**config.mk**
```make
export PLATFORM = sky130hd
export DESIGN_NAME = gtrf_framer
export DESIGN_NICKNAME = d
export VERILOG_FILES = /design/src/inc/gtrf_pkg.sv /design/src/core/gtrf_tod.sv /design/src/core/gtrf_framer.sv
export SDC_FILE = /design/constraint.sdc
export NUM_CORES = 1
export LEC_CHECK = 0
export BUFFER_PORTS_ARGS = -buffer_cell sky130_fd_sc_hd__buf_2
export CORE_MARGIN = 10
export CORE_UTILIZATION = 54
export DETAILED_ROUTE_END_ITERATION = 10
export GPL_ROUTABILITY_DRIVEN = 0
export GPL_TIMING_DRIVEN = 0
export PLACE_DENSITY = 0.84
export SLEW_MARGIN = 10
export SYNTH_ARGS = -nofsm -noshare
export SYNTH_HDL_FRONTEND = slang
export SYNTH_SLANG_ARGS = --single-unit
```
**constraint.sdc**
```tcl
create_clock -name clk_in -period 12.7 [get_ports clk_in]
set_input_delay 1.905 -clock clk_in [delete_from_list [all_inputs] [get_ports clk_in]]
set_output_delay 1.905 -clock clk_in [all_outputs]
set_load 0.02 [all_outputs]
```
**src/inc/gtrf_pkg.sv**
```systemverilog
// Constants and types of the timing report framer.
// Assumes a 50 MHz system clock and a 32-bit register bus.
`default_nettype none
package gtrf_pkg;
    // Clock and report start deadline
    localparam int CLK_HZ     = 50_000_000;
    localparam int START_MS   = 30;
    localparam int START_CYC  = START_MS * (CLK_HZ / 1000);
    // Register byte offsets
    localparam logic [3:0] ADDR_CTRL   = 4'h0;
    localparam logic [3:0] ADDR_REQ    = 4'h4;
    localparam logic [3:0] ADDR_ECHO   = 4'h8;
    localparam logic [3:0] ADDR_STATUS = 4'hC;
    // Control fields and reset value
    localparam int         CTRL_PRIM   = 0;
    localparam int         CTRL_SUPP   = 1;
    localparam int         CTRL_UTC    = 2;
    localparam logic [2:0] CTRL_RESET  = 3'h0;
    localparam int         ECHO_MASK_LSB = 8;
    // Packet subcodes and echo command codes
    localparam logic [7:0] SUB_PRIM    = 8'hAB;
    localparam logic [7:0] SUB_SUPP    = 8'hAC;
    localparam logic [7:0] CMD_MASK    = 8'hA5;
    localparam logic [7:0] CMD_SURVEY  = 8'hA6;
    localparam logic [7:0] CMD_CFG     = 8'hA9;
    // Week rollover correction
    localparam logic [15:0] WEEK_ROLL  = 16'h0400;
    localparam logic [9:0]  WEEK_LIMIT = 10'h3FF;
    // Packet lengths in bytes
    localparam logic [4:0] PRIM_LEN    = 5'h11;
    localparam logic [4:0] SUPP_LEN    = 5'h10;
    localparam logic [4:0] ECHO_LEN    = 5'h04;
    // Time-only receiver modes
    localparam logic [7:0] MODE_ONESAT = 8'h01;
    localparam logic [7:0] MODE_HOLD   = 8'h06;
    localparam logic [7:0] MODE_OVDET  = 8'h07;
    // Clock of day limits
    localparam logic [5:0] SEC_LAST    = 6'h3B;
    localparam logic [5:0] SEC_LEAP    = 6'h3C;
    localparam logic [5:0] MIN_LAST    = 6'h3B;
    localparam logic [4:0] HOUR_LAST   = 5'h17;
    // Packet in flight
    typedef enum logic [3:0] {
        PK_IDLE = 4'h1,
        PK_PRIM = 4'h2,
        PK_SUPP = 4'h4,
        PK_ECHO = 4'h8
    } gtrf_pkt_e;
endpackage
`default_nettype wire

```
**src/core/gtrf_tod.sv**
```systemverilog
// Clock of day counter stepped by the second tick.
// Assumes tick and load come from logic on the same clock.
`default_nettype none
module gtrf_tod (
    input  wire logic       clk_in,
    input  wire logic       rst_in,
    input  wire logic       tick_in,
    input  wire logic       load_in,
    input  wire logic [4:0] load_hour_in,
    input  wire logic [5:0] load_min_in,
    input  wire logic [5:0] load_sec_in,
    input  wire logic       leap_in,
    output logic      [4:0] hour_out,
    output logic      [5:0] min_out,
    output logic      [5:0] sec_out
);
    // End of day and leap second detection
    wire at_day_end = (hour_out == gtrf_pkg::HOUR_LAST) && (min_out == gtrf_pkg::MIN_LAST)
                      && (sec_out == gtrf_pkg::SEC_LAST);
    wire at_leap    = (sec_out == gtrf_pkg::SEC_LEAP);
    wire sec_wrap   = (sec_out == gtrf_pkg::SEC_LAST) && !(at_day_end && leap_in);
    wire min_wrap   = (min_out == gtrf_pkg::MIN_LAST);

    // Advance one second per tick, through :60 on a leap insertion
    always_ff @(posedge clk_in or posedge rst_in) begin
        if (rst_in) begin
            hour_out <= 5'h00;
            min_out  <= 6'h00;
            sec_out  <= 6'h00;
        end else if (load_in) begin
            hour_out <= load_hour_in;
            min_out  <= load_min_in;
            sec_out  <= load_sec_in;
        end else if (tick_in) begin
            if (at_leap) begin
                hour_out <= 5'h00;
                min_out  <= 6'h00;
                sec_out  <= 6'h00;
            end else if (sec_wrap) begin
                sec_out <= 6'h00;
                if (min_wrap) begin
                    min_out  <= 6'h00;
                    hour_out <= (hour_out == gtrf_pkg::HOUR_LAST) ? 5'h00 : hour_out + 5'h01;
                end else begin
                    min_out <= min_out + 6'h01;
                end
            end else begin
                sec_out <= sec_out + 6'h01;
            end
        end
    end
endmodule
`default_nettype wire

```
**src/core/gtrf_framer.sv**
```systemverilog
// Timing report framer: snapshots time at each pulse and streams reports.
// Assumes a byte sink on the same clock and a time engine on the same clock.
//
// Chosen here: the Avalon-MM slave port and the placing of the registers.
`default_nettype none
// Functional notes
// - With the primary enable set, a primary report goes out every second.
// - Primary report starts within 30 ms of its timing pulse.
// - Host request makes the device send a primary report.
// - Seconds-into-week counts whole seconds since Sunday midnight, satellite time.
// - Week number counts from the week starting January 6, 1980.
// - Broadcast week below 1023 gets 1024 added before reporting.
// - Leap offset N gives UTC equal to satellite time minus N.
// - Offset reads zero until leap information arrives; only satellite scale then.
// - Flag bit 0 is 1 for UTC date and time, 0 for satellite scale.
// - Flag bit 2 is 1 while time is unset.
// - Flag bit 3 is 1 while leap offset is unknown.
// - Time of day wraps at 23:59:59, passing 23:59:60 on leap insertion.
// - Bytes 10-14 hold sec, min, hour, day, month; 15-16 the year.
// - Supplemental report follows each primary report when enabled.
// - Host request makes the device send a supplemental report.
// - During self-survey the reported position is the running average.
// - After survey or in time-only mode, the time-only position is reported; here only a time-only mode selects it, a finished survey gives the fix.
// - Otherwise the previous second's fix is reported.
// - Echo commands are answered by a report of identical structure.
module gtrf_framer #(
    parameter int START_CYCLES = gtrf_pkg::START_CYC
) (
    input  wire logic        clk_in,
    input  wire logic        rst_in,
    input  wire logic [3:0]  avs_address_in,
    input  wire logic        avs_read_in,
    input  wire logic        avs_write_in,
    input  wire logic [31:0] avs_writedata_in,
    output logic      [31:0] avs_readdata_out,
    output logic             avs_waitrequest_out,
    input  wire logic        pps_in,
    input  wire logic [19:0] sow_in,
    input  wire logic [9:0]  week_raw_in,
    input  wire logic [15:0] leap_offset_in,
    input  wire logic        leap_known_in,
    input  wire logic        leap_insert_in,
    input  wire logic        time_set_in,
    input  wire logic        tod_load_in,
    input  wire logic [4:0]  hour_in,
    input  wire logic [5:0]  min_in,
    input  wire logic [5:0]  sec_in,
    input  wire logic [4:0]  day_in,
    input  wire logic [3:0]  month_in,
    input  wire logic [15:0] year_in,
    input  wire logic [7:0]  rx_mode_in,
    input  wire logic        survey_active_in,
    input  wire logic [7:0]  survey_progress_in,
    input  wire logic [95:0] pos_avg_in,
    input  wire logic [95:0] pos_hold_in,
    input  wire logic [95:0] pos_fix_in,
    output logic      [7:0]  tx_data_out,
    output logic             tx_valid_out,
    output logic             tx_first_out,
    output logic             tx_last_out,
    input  wire logic        tx_ready_in
);
    logic [2:0]  ctrl;
    logic [31:0] echo_word;
    logic        prim_pend;
    logic        supp_pend;
    logic        echo_pend;
    logic [2:0]  pps_sync;
    logic        tick_d;
    logic [19:0] snap_sow;
    logic [15:0] snap_week;
    logic [15:0] snap_off;
    logic [7:0]  snap_flags;
    logic [5:0]  snap_sec;
    logic [5:0]  snap_min;
    logic [4:0]  snap_hour;
    logic [4:0]  snap_day;
    logic [3:0]  snap_month;
    logic [15:0] snap_year;
    logic [7:0]  snap_mode;
    logic [7:0]  snap_prog;
    logic [95:0] snap_pos;
    logic [31:0] echo_snap;
    logic [4:0]  idx;
    logic [4:0]  cur_len;
    logic [31:0] prim_wait;
    gtrf_pkg::gtrf_pkt_e state;
    logic [4:0]  tod_hour;
    logic [5:0]  tod_min;
    logic [5:0]  tod_sec;

    // Pulse edge after the second synchroniser stage
    wire pps_tick = pps_sync[1] && !pps_sync[2];

    // Bus decode
    wire acc      = (avs_read_in || avs_write_in) && !avs_waitrequest_out;
    wire wr_acc   = acc && avs_write_in;
    wire wr_ctrl  = wr_acc && (avs_address_in == gtrf_pkg::ADDR_CTRL);
    wire wr_req   = wr_acc && (avs_address_in == gtrf_pkg::ADDR_REQ);
    wire wr_echo  = wr_acc && (avs_address_in == gtrf_pkg::ADDR_ECHO);
    wire [7:0] cmd_code = avs_writedata_in[31:24];
    wire cmd_ok   = (cmd_code == gtrf_pkg::CMD_MASK) || (cmd_code == gtrf_pkg::CMD_SURVEY)
                    || (cmd_code == gtrf_pkg::CMD_CFG);
    wire echo_go  = wr_echo && cmd_ok;
    wire mask_go  = echo_go && (cmd_code == gtrf_pkg::CMD_MASK);
    wire req_prim = wr_req && avs_writedata_in[0];
    wire req_supp = wr_req && avs_writedata_in[1];

    // Register read mux, unmapped words read zero
    wire [7:0]  live_flags;
    wire [31:0] rd_mux =
        (avs_address_in == gtrf_pkg::ADDR_CTRL)   ? {29'h0, ctrl} :
        (avs_address_in == gtrf_pkg::ADDR_REQ)    ? {29'h0, echo_pend, supp_pend, prim_pend} :
        (avs_address_in == gtrf_pkg::ADDR_ECHO)   ? echo_word :
        (avs_address_in == gtrf_pkg::ADDR_STATUS) ? {20'h0, state, live_flags} : 32'h0;

    // Waitrequest drops for one cycle per request, read data stand with it
    always_ff @(posedge clk_in or posedge rst_in) begin
        if (rst_in) begin
            avs_waitrequest_out <= 1'b1;
            avs_readdata_out    <= 32'h0;
        end else begin
            avs_waitrequest_out <= !((avs_read_in || avs_write_in) && avs_waitrequest_out);
            if (avs_read_in && avs_waitrequest_out)
                avs_readdata_out <= rd_mux;
        end
    end

    // Control and echo registers; a mask command also updates the enables
    always_ff @(posedge clk_in or posedge rst_in) begin
        if (rst_in) begin
            ctrl      <= gtrf_pkg::CTRL_RESET;
            echo_word <= 32'h0;
        end else begin
            if (wr_ctrl)
                ctrl <= avs_writedata_in[2:0];
            else if (mask_go)
                ctrl[1:0] <= avs_writedata_in[gtrf_pkg::ECHO_MASK_LSB +: 2];
            if (echo_go)
                echo_word <= avs_writedata_in;
        end
    end

    // Pulse synchroniser
    always_ff @(posedge clk_in or posedge rst_in) begin
        if (rst_in) begin
            pps_sync <= 3'h0;
            tick_d   <= 1'b0;
        end else begin
            pps_sync <= {pps_sync[1:0], pps_in};
            tick_d   <= pps_tick;
        end
    end

    // Clock of day, leap second only counted in the UTC scale
    wire utc_on = ctrl[gtrf_pkg::CTRL_UTC] && leap_known_in;
    gtrf_tod u_tod (
        .clk_in       (clk_in),
        .rst_in       (rst_in),
        .tick_in      (pps_tick),
        .load_in      (tod_load_in),
        .load_hour_in (hour_in),
        .load_min_in  (min_in),
        .load_sec_in  (sec_in),
        .leap_in      (leap_insert_in && utc_on),
        .hour_out     (tod_hour),
        .min_out      (tod_min),
        .sec_out      (tod_sec)
    );

    // Field conversion ahead of the snapshot
    wire [15:0] week_fix = (week_raw_in < gtrf_pkg::WEEK_LIMIT) ?
                           {6'h00, week_raw_in} + gtrf_pkg::WEEK_ROLL :
                           {6'h00, week_raw_in};
    wire [15:0] off_fix  = leap_known_in ? leap_offset_in : 16'h0000;
    assign live_flags = {4'h0, !leap_known_in, !time_set_in, 1'b0, utc_on};
    wire time_only = (rx_mode_in == gtrf_pkg::MODE_ONESAT) ||
                     (rx_mode_in == gtrf_pkg::MODE_HOLD) || (rx_mode_in == gtrf_pkg::MODE_OVDET);
    wire [95:0] pos_sel = survey_active_in ? pos_avg_in :
                          time_only ? pos_hold_in : pos_fix_in;

    // One snapshot per pulse, taken once the clock of day has stepped
    always_ff @(posedge clk_in or posedge rst_in) begin
        if (rst_in) begin
            snap_sow   <= 20'h0;
            snap_week  <= 16'h0;
            snap_off   <= 16'h0;
            snap_flags <= 8'h0C;
            snap_sec   <= 6'h0;
            snap_min   <= 6'h0;
            snap_hour  <= 5'h0;
            snap_day   <= 5'h0;
            snap_month <= 4'h0;
            snap_year  <= 16'h0;
            snap_mode  <= 8'h0;
            snap_prog  <= 8'h0;
            snap_pos   <= 96'h0;
        end else if (tick_d) begin
            snap_sow   <= sow_in;
            snap_week  <= week_fix;
            snap_off   <= off_fix;
            snap_flags <= live_flags;
            snap_sec   <= tod_sec;
            snap_min   <= tod_min;
            snap_hour  <= tod_hour;
            snap_day   <= day_in;
            snap_month <= month_in;
            snap_year  <= year_in;
            snap_mode  <= rx_mode_in;
            snap_prog  <= survey_progress_in;
            snap_pos   <= pos_sel;
        end
    end

    // Report images, byte 0 in the top bits
    wire [135:0] prim_img = {gtrf_pkg::SUB_PRIM, 12'h0, snap_sow, snap_week, snap_off,
                             snap_flags, 2'h0, snap_sec, 2'h0, snap_min, 3'h0, snap_hour,
                             3'h0, snap_day, 4'h0, snap_month, snap_year};
    wire [127:0] supp_img = {gtrf_pkg::SUB_SUPP, snap_mode, 8'h00, snap_prog, snap_pos};
    wire [7:0] prim_byte = prim_img[8'(gtrf_pkg::PRIM_LEN - 5'h01 - idx) * 8 +: 8];
    wire [7:0] supp_byte = supp_img[7'(gtrf_pkg::SUPP_LEN - 5'h01 - idx) * 8 +: 8];
    wire [7:0] echo_byte = echo_snap[5'(gtrf_pkg::ECHO_LEN - 5'h01 - idx) * 8 +: 8];
    wire [7:0] cur_byte  = (state == gtrf_pkg::PK_PRIM) ? prim_byte :
                           (state == gtrf_pkg::PK_SUPP) ? supp_byte : echo_byte;

    // Start arbitration: primary, then supplemental, then echo
    wire idle      = (state == gtrf_pkg::PK_IDLE);
    wire start_p   = idle && prim_pend;
    wire start_s   = idle && !prim_pend && supp_pend;
    wire start_e   = idle && !prim_pend && !supp_pend && echo_pend;
    wire byte_go   = !idle && (!tx_valid_out || tx_ready_in);
    wire byte_last = (idx == cur_len - 5'h01);

    // Pending flags; a new set wins over the clear at start
    always_ff @(posedge clk_in or posedge rst_in) begin
        if (rst_in) begin
            prim_pend <= 1'b0;
            supp_pend <= 1'b0;
            echo_pend <= 1'b0;
        end else begin
            if ((tick_d && ctrl[gtrf_pkg::CTRL_PRIM]) || req_prim)
                prim_pend <= 1'b1;
            else if (start_p)
                prim_pend <= 1'b0;
            if ((tick_d && ctrl[gtrf_pkg::CTRL_SUPP]) || req_supp)
                supp_pend <= 1'b1;
            else if (start_s)
                supp_pend <= 1'b0;
            if (echo_go)
                echo_pend <= 1'b1;
            else if (start_e)
                echo_pend <= 1'b0;
        end
    end

    // Packet state and byte index
    always_ff @(posedge clk_in or posedge rst_in) begin
        if (rst_in) begin
            state     <= gtrf_pkg::PK_IDLE;
            idx       <= 5'h0;
            cur_len   <= 5'h0;
            echo_snap <= 32'h0;
        end else begin
            unique case (state)
                gtrf_pkg::PK_IDLE: begin
                    idx <= 5'h0;
                    if (start_p) begin
                        state   <= gtrf_pkg::PK_PRIM;
                        cur_len <= gtrf_pkg::PRIM_LEN;
                    end else if (start_s) begin
                        state   <= gtrf_pkg::PK_SUPP;
                        cur_len <= gtrf_pkg::SUPP_LEN;
                    end else if (start_e) begin
                        state     <= gtrf_pkg::PK_ECHO;
                        cur_len   <= gtrf_pkg::ECHO_LEN;
                        echo_snap <= echo_word;
                    end
                end
                gtrf_pkg::PK_PRIM, gtrf_pkg::PK_SUPP, gtrf_pkg::PK_ECHO: begin
                    if (byte_go) begin
                        idx <= idx + 5'h01;
                        if (byte_last)
                            state <= gtrf_pkg::PK_IDLE;
                    end
                end
                default: state <= gtrf_pkg::PK_IDLE;
            endcase
        end
    end

    // Byte output stage with back-pressure
    always_ff @(posedge clk_in or posedge rst_in) begin
        if (rst_in) begin
            tx_data_out  <= 8'h0;
            tx_valid_out <= 1'b0;
            tx_first_out <= 1'b0;
            tx_last_out  <= 1'b0;
        end else if (byte_go) begin
            tx_data_out  <= cur_byte;
            tx_valid_out <= 1'b1;
            tx_first_out <= (idx == 5'h0);
            tx_last_out  <= byte_last;
        end else if (tx_ready_in) begin
            tx_valid_out <= 1'b0;
        end
    end

    // Cycles a primary report has waited since its pulse
    always_ff @(posedge clk_in or posedge rst_in) begin
        if (rst_in)
            prim_wait <= 32'h0;
        else if (!prim_pend || start_p)
            prim_wait <= 32'h0;
        else
            prim_wait <= prim_wait + 32'h1;
    end
endmodule
`default_nettype wire

```
==> summary.txt, run 1 <==
Run status
  • Result of the run: completed

Run
  • Number of max-cap violations: 0

CTS
  • Root Buffer: clkbuf_16
  • Quantity of hold-fixing buffers added after cts: 0
  • Post-CTS setup-driven buffer insertion count: 0
  • Worst-path clk slew: around 0.06 ns
  • Clock Tree Buf Depth: 3
  • Number of buffers created by CTS: 38
  • Clock tree from TritonCTS: built
  • CTS H-tree lvls: 2
  • Clock latency on the worst-skew pair: 0.53 ns
  • Sink Count: around 350
  • Number of gates given a new drive strength after cts: 0

Routing
  • Routed via count: between 15,000 and 20,000
  • Antenna Violating Nets Remaining: 0
  • DRC marker count from the first detailed-route iteration: 1,539
  • DRT Wirelength: 67.3 mm
  • First-pass detailed-route iteration total: 5
  • WL/cell: ~26 um
  • Remaining DRCs: 0
  • Post-DR vias/cell: between 6 and 7

GRT
  • Maximum number of pins on one net before global-route repair: 122
  • Number of global-route vias before repair: 16,500
  • GR Util All Layers: 30.8%
  • Global-route wire length before repair: about 100 mm
  • Overall overflow remaining after global route: 0
  • Initial antenna violation count: 7

Final layout
  • Fill cell total of the finished layout: about 2,400
  • Leading cell type in the layout, fill and taps excluded: buf_2
  • Synthesis-to-finish area growth: 23.2%
  • Share of layout cells above drive strength 1: roughly 42%
  • Multi-input logic area: about 0.0088 mm2
  • Commonest cells after routing, fill and taps aside: buf_2 (505), dfrtp_1 (347), mux2_2 (251)
  • Number of nets in the finished design: 2,567
  • Area used by sequential logic in the layout: roughly 0.009 mm2

Power
  • Leak Pwr: approximately 10 nW
  • Largest voltage drop on the vdd net: 123 uV
  • Power consumption: 3.10 mW
  • Pwr/cell area: 137 mW/mm2

Place
  • Worst slack at placement: 8.41 ns
  • DPL Wire Length: 52.1 mm
  • Count of buffers from port buffering: 480

STA
  • Setup skew after layout: between 0.02 and 0.03 ns
  • WHS: ~0.36 ns
  • Setup repair after global routing missed its margin: false
  • Final Hold Violating Endpoints: 0
  • Post-layout worst setup margin: approximately 8.6 ns
  • Count of final max-slew check failures: 0
  • Peak Freq: ~0.25 GHz
  • Portion of the clock cycle consumed by the worst path in the final layout: between 30 and 40%
  • Final setup viols: 0
  • Worst-Margin Slew: approximately 0.9 ns
  • Tightest slew margin relative to the limit: a little under two fifths
  • Fin crit period: about 4.1 ns

Synthesis
  • Main flop type after synthesis: dfrtp_1
  • Number of flops mapped to enable cells by yosys: 0
  • Post-synthesis register bit count: about 350
  • Post-Synthesis Mean Instance Area: 11.5 um2
  • Seq/Total Area, Yosys: between 40% and 50%
  • Proportion of synthesized flip-flops having asynchronous set or reset: between 90% and 100%
  • Gate count after technology mapping: approximately 1,600
  • Count of warnings emitted by yosys: 0
  • Nets in the synthesized netlist: 2,045
  • Yosys cell types: 88
  • Netlist area before placement: around 0.018 mm2

Floorplanning
  • Die area: roughly 0.042 mm2
  • DIE WIDTH: 205 um
  • IO Pins: 483
  • Count of standard-cell rows: 67
  • Floorplan Core Area: 0.0336 mm2
  • Initial cell density of the core: between 50 and 60%
  • Die boundary height: between 200 and 250 um

Min path
  • Classification of the worst-slack hold path: flip-flop to flip-flop
  • Number of cells on the worst hold path: 0

Setup path
  • Critical Path Source Type: flip-flop
  • Data arrival time of the critical path: 4.47 ns
  • Data required time of the worst path: ~13 ns
  • R2R cell count: 11
  • Type of element capturing the critical path: flip-flop
  • Internal reg-to-reg setup slack: between 8 and 9 ns
  • Biggest fanout along the worst timing path: 10
  • Type of the worst setup path: flip-flop to flip-flop
[cell type report]
| type | instances | area share [%] |
|---|---|---|
| antenna | 8 | 0.0882 |
| buffer | 118 | 3.03 |
| clock buffer | 58 | 4.88 |
| clock inverter | 11 | 0.551 |
| inverter | 44 | 0.761 |
| multi-input combinational | 1083 | 38.7 |
| sequential | 351 | 38.7 |
| tap | 448 | 2.47 |
| timing repair buffer | 482 | 10.8 |
[synth_stat cells (all sizes together), types with 10 or more instances]
cell type / instances / area, um2
dfrtp: 347 / 8680
mux2: 254 / 2870
nand2: 176 / 677
o21ai: 146 / 731
mux2i: 124 / 1240
clkbuf: 61 / 231
buf: 57 / 455
inv: 44 / 165
nor2: 39 / 146
mux4: 34 / 766
a22o: 31 / 272
a21oi: 26 / 130
nor3: 23 / 115
nand3: 20 / 100
nand2b: 13 / 81.3
o22ai: 12 / 75.1
a211oi: 11 / 87.6
nor2b: 11 / 68.8
xnor2: 11 / 96.3
ha: 10 / 125
o31ai: 10 / 75.1
[kinds of logic after synthesis]
group / Yosys count / share of synthesized area, %
AOI/OAI and AO/OA: 311 / 11.1
xor gates and xnor gates: 16 / 0.802
adders and majority gates: 10 / 0.679
buffers and inverters: 162 / 4.63
DFF: 351 / 47.7
muxes: 412 / 26.5
and+or+nand+nor: 334 / 8.53
[final timing paths]
path,startpoint,to
setup / recovery,idx[1],tx_data_out[0]
hold / removal,pps_sync[0],pps_sync[1]
setup reg to reg,idx[1],tx_data_out[0]
hold reg to reg,pps_sync[0],pps_sync[1]
max in group asynchronous,rst_in,snap_pos[94]
min in group asynchronous,rst_in,u_tod.min_out[0]
[per-stage QoR]
stage	cell area (um2)	setup TNS, ns	util (%)	std cells
3_3_place_gp	21400	-758.47	63.6	2524
5_1_grt	22700	0	67.5	2601
3_5_place_dp	21400	0	63.8	2526
4_1_cts	22700	0	67.5	2595
2_1_floorplan	18400	0	-	1596
6_report	22700	0	67.5	2603
[worst max-delay path, cell delays in order (launching register included)]
cell and delay [ns]:
dfrtp_1 0.35, buf_2 0.36, buf_2 0.40, inv_1 0.26, ha_1 0.50, clkbuf_1 0.59
buf_2 0.42, mux4_2 0.39, nor2_1 0.11, nor2_1 0.08, o2111ai_1 0.35, nand3_1 0.13
[sequential cells by signal, summed over array words and instances (netlist names), 8 cells and up]
name              cells
snap_sow             20
echo_word            32
avs_readdata_out     32
echo_snap            32
tx_data_out           8
snap_mode             8
snap_week            11
snap_prog             8
snap_year            16
snap_pos             96
snap_off             16
[where the power goes]
group / switching (mW) / internal (mW) / total (mW)
clock network: 0.464 / 0.630 / 1.09
logic: 0.335 / 0.292 / 0.627
registers: 0.116 / 1.27 / 1.38
total: 0.915 / 2.19 / 3.10
[metal layers]
layer	part of all wire, %	global-route usage [%]	vias up	routed length (um)
met1	38	37.0	7796	25700
li1	-	-	6885	-
met3	8.4	6.44	133	5630
met4	3.3	11.1	0	2240
met5	0	0	-	0
met2	50	53.7	856	33800
(Power assumes the default switching activity.)
==> inputs of run 2 (changes only) <==
- ABC_AREA: not set -> 1
- CORE_UTILIZATION: 54 -> 49
- PLACE_DENSITY: 0.84 -> 0.81
- clock period: 12.7 -> 3.45 ns (I/O delays scaled with it)
==> run 2 against run 1 <==
Compared with the run above: hold slack worse by 0.36 ns; synthesized cell count up 56%; sequential share of layout area down 0.26 points; largest cell class unchanged; non-clock buffer count up 53; design area up 0.67%; clock skew up 0.0019 ns; sequential cell count unchanged; the run now ends with negative hold slack left; sequential power rose to 3.8 times the previous value.
==> summary.txt, run 2 <==
Floorplanning
  • DIE WIDTH: around 210 um
  • Initial cell density of the core: between 40% and 50%
  • Count of standard-cell rows: 70
  • IO Pins: about 480
  • Die area: between 0.04 and 0.05 mm2
  • Floorplan Core Area: roughly 0.037 mm2
  • Die boundary height: between 200 and 250 um

STA
  • Worst-Margin Slew: between 1 and 1.5 ns
  • WHS: -0.000218 ns
  • Count of final max-slew check failures: 0
  • Total Neg Setup Slack: 0 ns
  • Portion of the clock cycle consumed by the worst path in the final layout: about 94%
  • Final setup viols: 0
  • Setup repair after global routing missed its margin: false
  • Post-layout worst setup margin: 0.205 ns
  • Peak Freq: about 0.31 GHz
  • Fin crit period: approximately 3.2 ns
  • Final Hold Violating Endpoints: 1
  • Tightest slew margin relative to the limit: 25.7%
  • Setup skew after layout: approximately 0.028 ns

Routing
  • Antenna Violating Nets Remaining: 0
  • DRT Wirelength: roughly 77 mm
  • First-pass detailed-route iteration total: 6
  • WL/cell: roughly 22 um
  • Post-DR vias/cell: 5.87
  • Routed via count: 20,700
  • DRC marker count from the first detailed-route iteration: 2,646
  • Remaining DRCs: 0

Place
  • DPL Wire Length: around 60 mm
  • Worst slack at placement: -0.0266 ns
  • Count of buffers from port buffering: between 400 and 500

Final layout
  • Number of nets in the finished design: between 3,000 and 4,000
  • Final cell utilization of the core: between 60% and 70%
  • Leading cell type in the layout, fill and taps excluded: nand2_1
  • Fill cell total of the finished layout: between 3,000 and 4,000
  • Share of layout cells above drive strength 1: between 10% and 20%
  • Commonest cells after routing, fill and taps aside: nand2_1 (914), buf_2 (510), dfrtp_1 (347)
  • Number of flip-flops in the largest register: 96
  • Largest register by flop count: snap_pos
  • Synthesis-to-finish area growth: 24.3%

GRT
  • Maximum number of pins on one net before global-route repair: 40
  • Initial antenna violation count: 12
  • GR Util All Layers: between 30% and 40%
  • Number of global-route vias before repair: around 20,000
  • Overall overflow remaining after global route: 0
  • Global-route wire length before repair: roughly 120 mm

CTS
  • CTS H-tree lvls: 2
  • Clock Tree Buf Depth: 3
  • Sink Count: 351
  • Worst-path clk slew: about 0.060 ns
  • Post-CTS setup-driven buffer insertion count: 0
  • Number of buffers created by CTS: 38
  • Clock latency on the worst-skew pair: approximately 0.54 ns
  • Quantity of hold-fixing buffers added after cts: 0
  • Clock tree from TritonCTS: built
  • Root Buffer: clkbuf_16

Power
  • Power consumption: ~14 mW
  • Pwr/cell area: 614 mW/mm2
  • Largest voltage drop on the vdd net: between 300 and 400 uV
  • Leak Pwr: around 12 nW

Run
  • Number of max-cap violations: 0

Run status
  • Failing checks: negative hold slack
  • Result of the run: finished with violations

Setup path
  • Type of element capturing the critical path: flip-flop
  • Biggest fanout along the worst timing path: 10
  • Type of the worst setup path: flip-flop to flip-flop
  • Critical Path Source Type: flip-flop
  • R2R cell count: 15
  • Internal reg-to-reg setup slack: between 0.2 and 0.25 ns
  • Data arrival time of the critical path: roughly 3.7 ns
  • Data required time of the worst path: 3.86 ns

Synthesis
  • Number of flops mapped to enable cells by yosys: 0
  • Gate count after technology mapping: between 2,000 and 2,500
  • Post-Synthesis Mean Instance Area: between 7 and 8 um2
  • Nets in the synthesized netlist: a little under 3,000
  • Main flop type after synthesis: dfrtp_1
  • Top cells by instance count after synthesis: nand2_1 (914), dfrtp_1 (347), nand3_1 (275)
  • Count of warnings emitted by yosys: 0
  • Yosys cell types: 41
  • Post-synthesis register bit count: around 350
  • Most frequent cell after synthesis: nand2_1
  • Cells taking the most area after synthesis: dfrtp_1 (47%), nand2_1 (19%), nand3_1 (7.5%)
  • Proportion of synthesized flip-flops having asynchronous set or reset: 100%
  • Cell taking the most area after synthesis: dfrtp_1
  • Area share of the largest cell type after synthesis: roughly 47%
  • Seq/Total Area, Yosys: around 48%
  • Netlist area before placement: 0.0184 mm2

Min path
  • Classification of the worst-slack hold path: input pin to asynchronous set/reset pin
run 2: metrics by stage:
step / cells / hold WS, ns / instance area, um2
6_report: 3519 / -0.000218 / 22800
5_1_grt: 3518 / 0.0250 / 22800
4_1_cts: 3509 / 0.00331 / 22800
3_5_place_dp: 3441 / 0.336 / 21600
3_3_place_gp: 3431 / 0.333 / 21400
2_1_floorplan: 2482 / 0.331 / 18400
run 2: metal layers:
| metal | global-route usage [%] | vias to the layer above | share of wire (%) |
|---|---|---|---|
| met5 | 0 | - | 0.034 |
| met4 | 15.5 | 4 | 5.0 |
| met3 | 8.28 | 297 | 12 |
| met2 | 52.9 | 1522 | 46 |
| met1 | 41.0 | 9617 | 37 |
| li1 | - | 9218 | - |
run 2: power breakdown:
group	total (mW)	switching (mW)	internal (mW)
Clock	4.11	1.71	2.40
Sequential	5.27	0.461	4.81
Combinational	4.64	3.23	1.41
run 2: worst max-delay path: stages (launching register included):
cell	delay, ns
dfrtp_1	0.39
buf_2	0.15
clkinv_1	0.11
buf_2	0.30
buf_2	0.35
ha_1	0.26
nand2_1	0.08
nand2_2	0.24
clkbuf_1	0.44
o21ai_0	0.16
o21ai_0	0.22
nand2_1	0.10
nand3_1	0.11
nand2_1	0.06
nand2_1	0.06
nand2_1	0.05
run 2: cell type report:
class	count	area, um2	area share, %
multi-input cells	1802	8320	36.4
clock buffers	55	1070	4.70
diodes	11	27.5	0.120
well taps	468	586	2.56
clock inverters	13	166	0.728
plain buffers	162	648	2.84
inverters	166	628	2.75
repair buffers	491	2610	11.4
flip-flops and latches	351	8790	38.5
run 2: path summary, 6_finish.rpt:
path | startpoint | to
hold reg to reg | pps_sync[0] | pps_sync[1]
max in group asynchronous | rst_in | snap_flags[3]
setup / recovery | idx[0] | tx_data_out[2]
setup reg to reg | idx[0] | tx_data_out[2]
hold / removal | rst_in | snap_pos[89]
min in group clk_in | pps_in | pps_sync[0]
run 2: cells by family after synthesis:
group           Yosys count  synth area share [%]
fa+ha+maj                10                 0.681
xor+xnor                 12                 0.572
compound gates          434                  14.0
flops                   351                  47.8
simple gates           1346                  30.0
buf+inv                 329                  6.92
run 2: what timing repair did:
item,CTS,global route
resized for setup,1,4
setup endpoints to repair,1,6
pin swaps,0,0
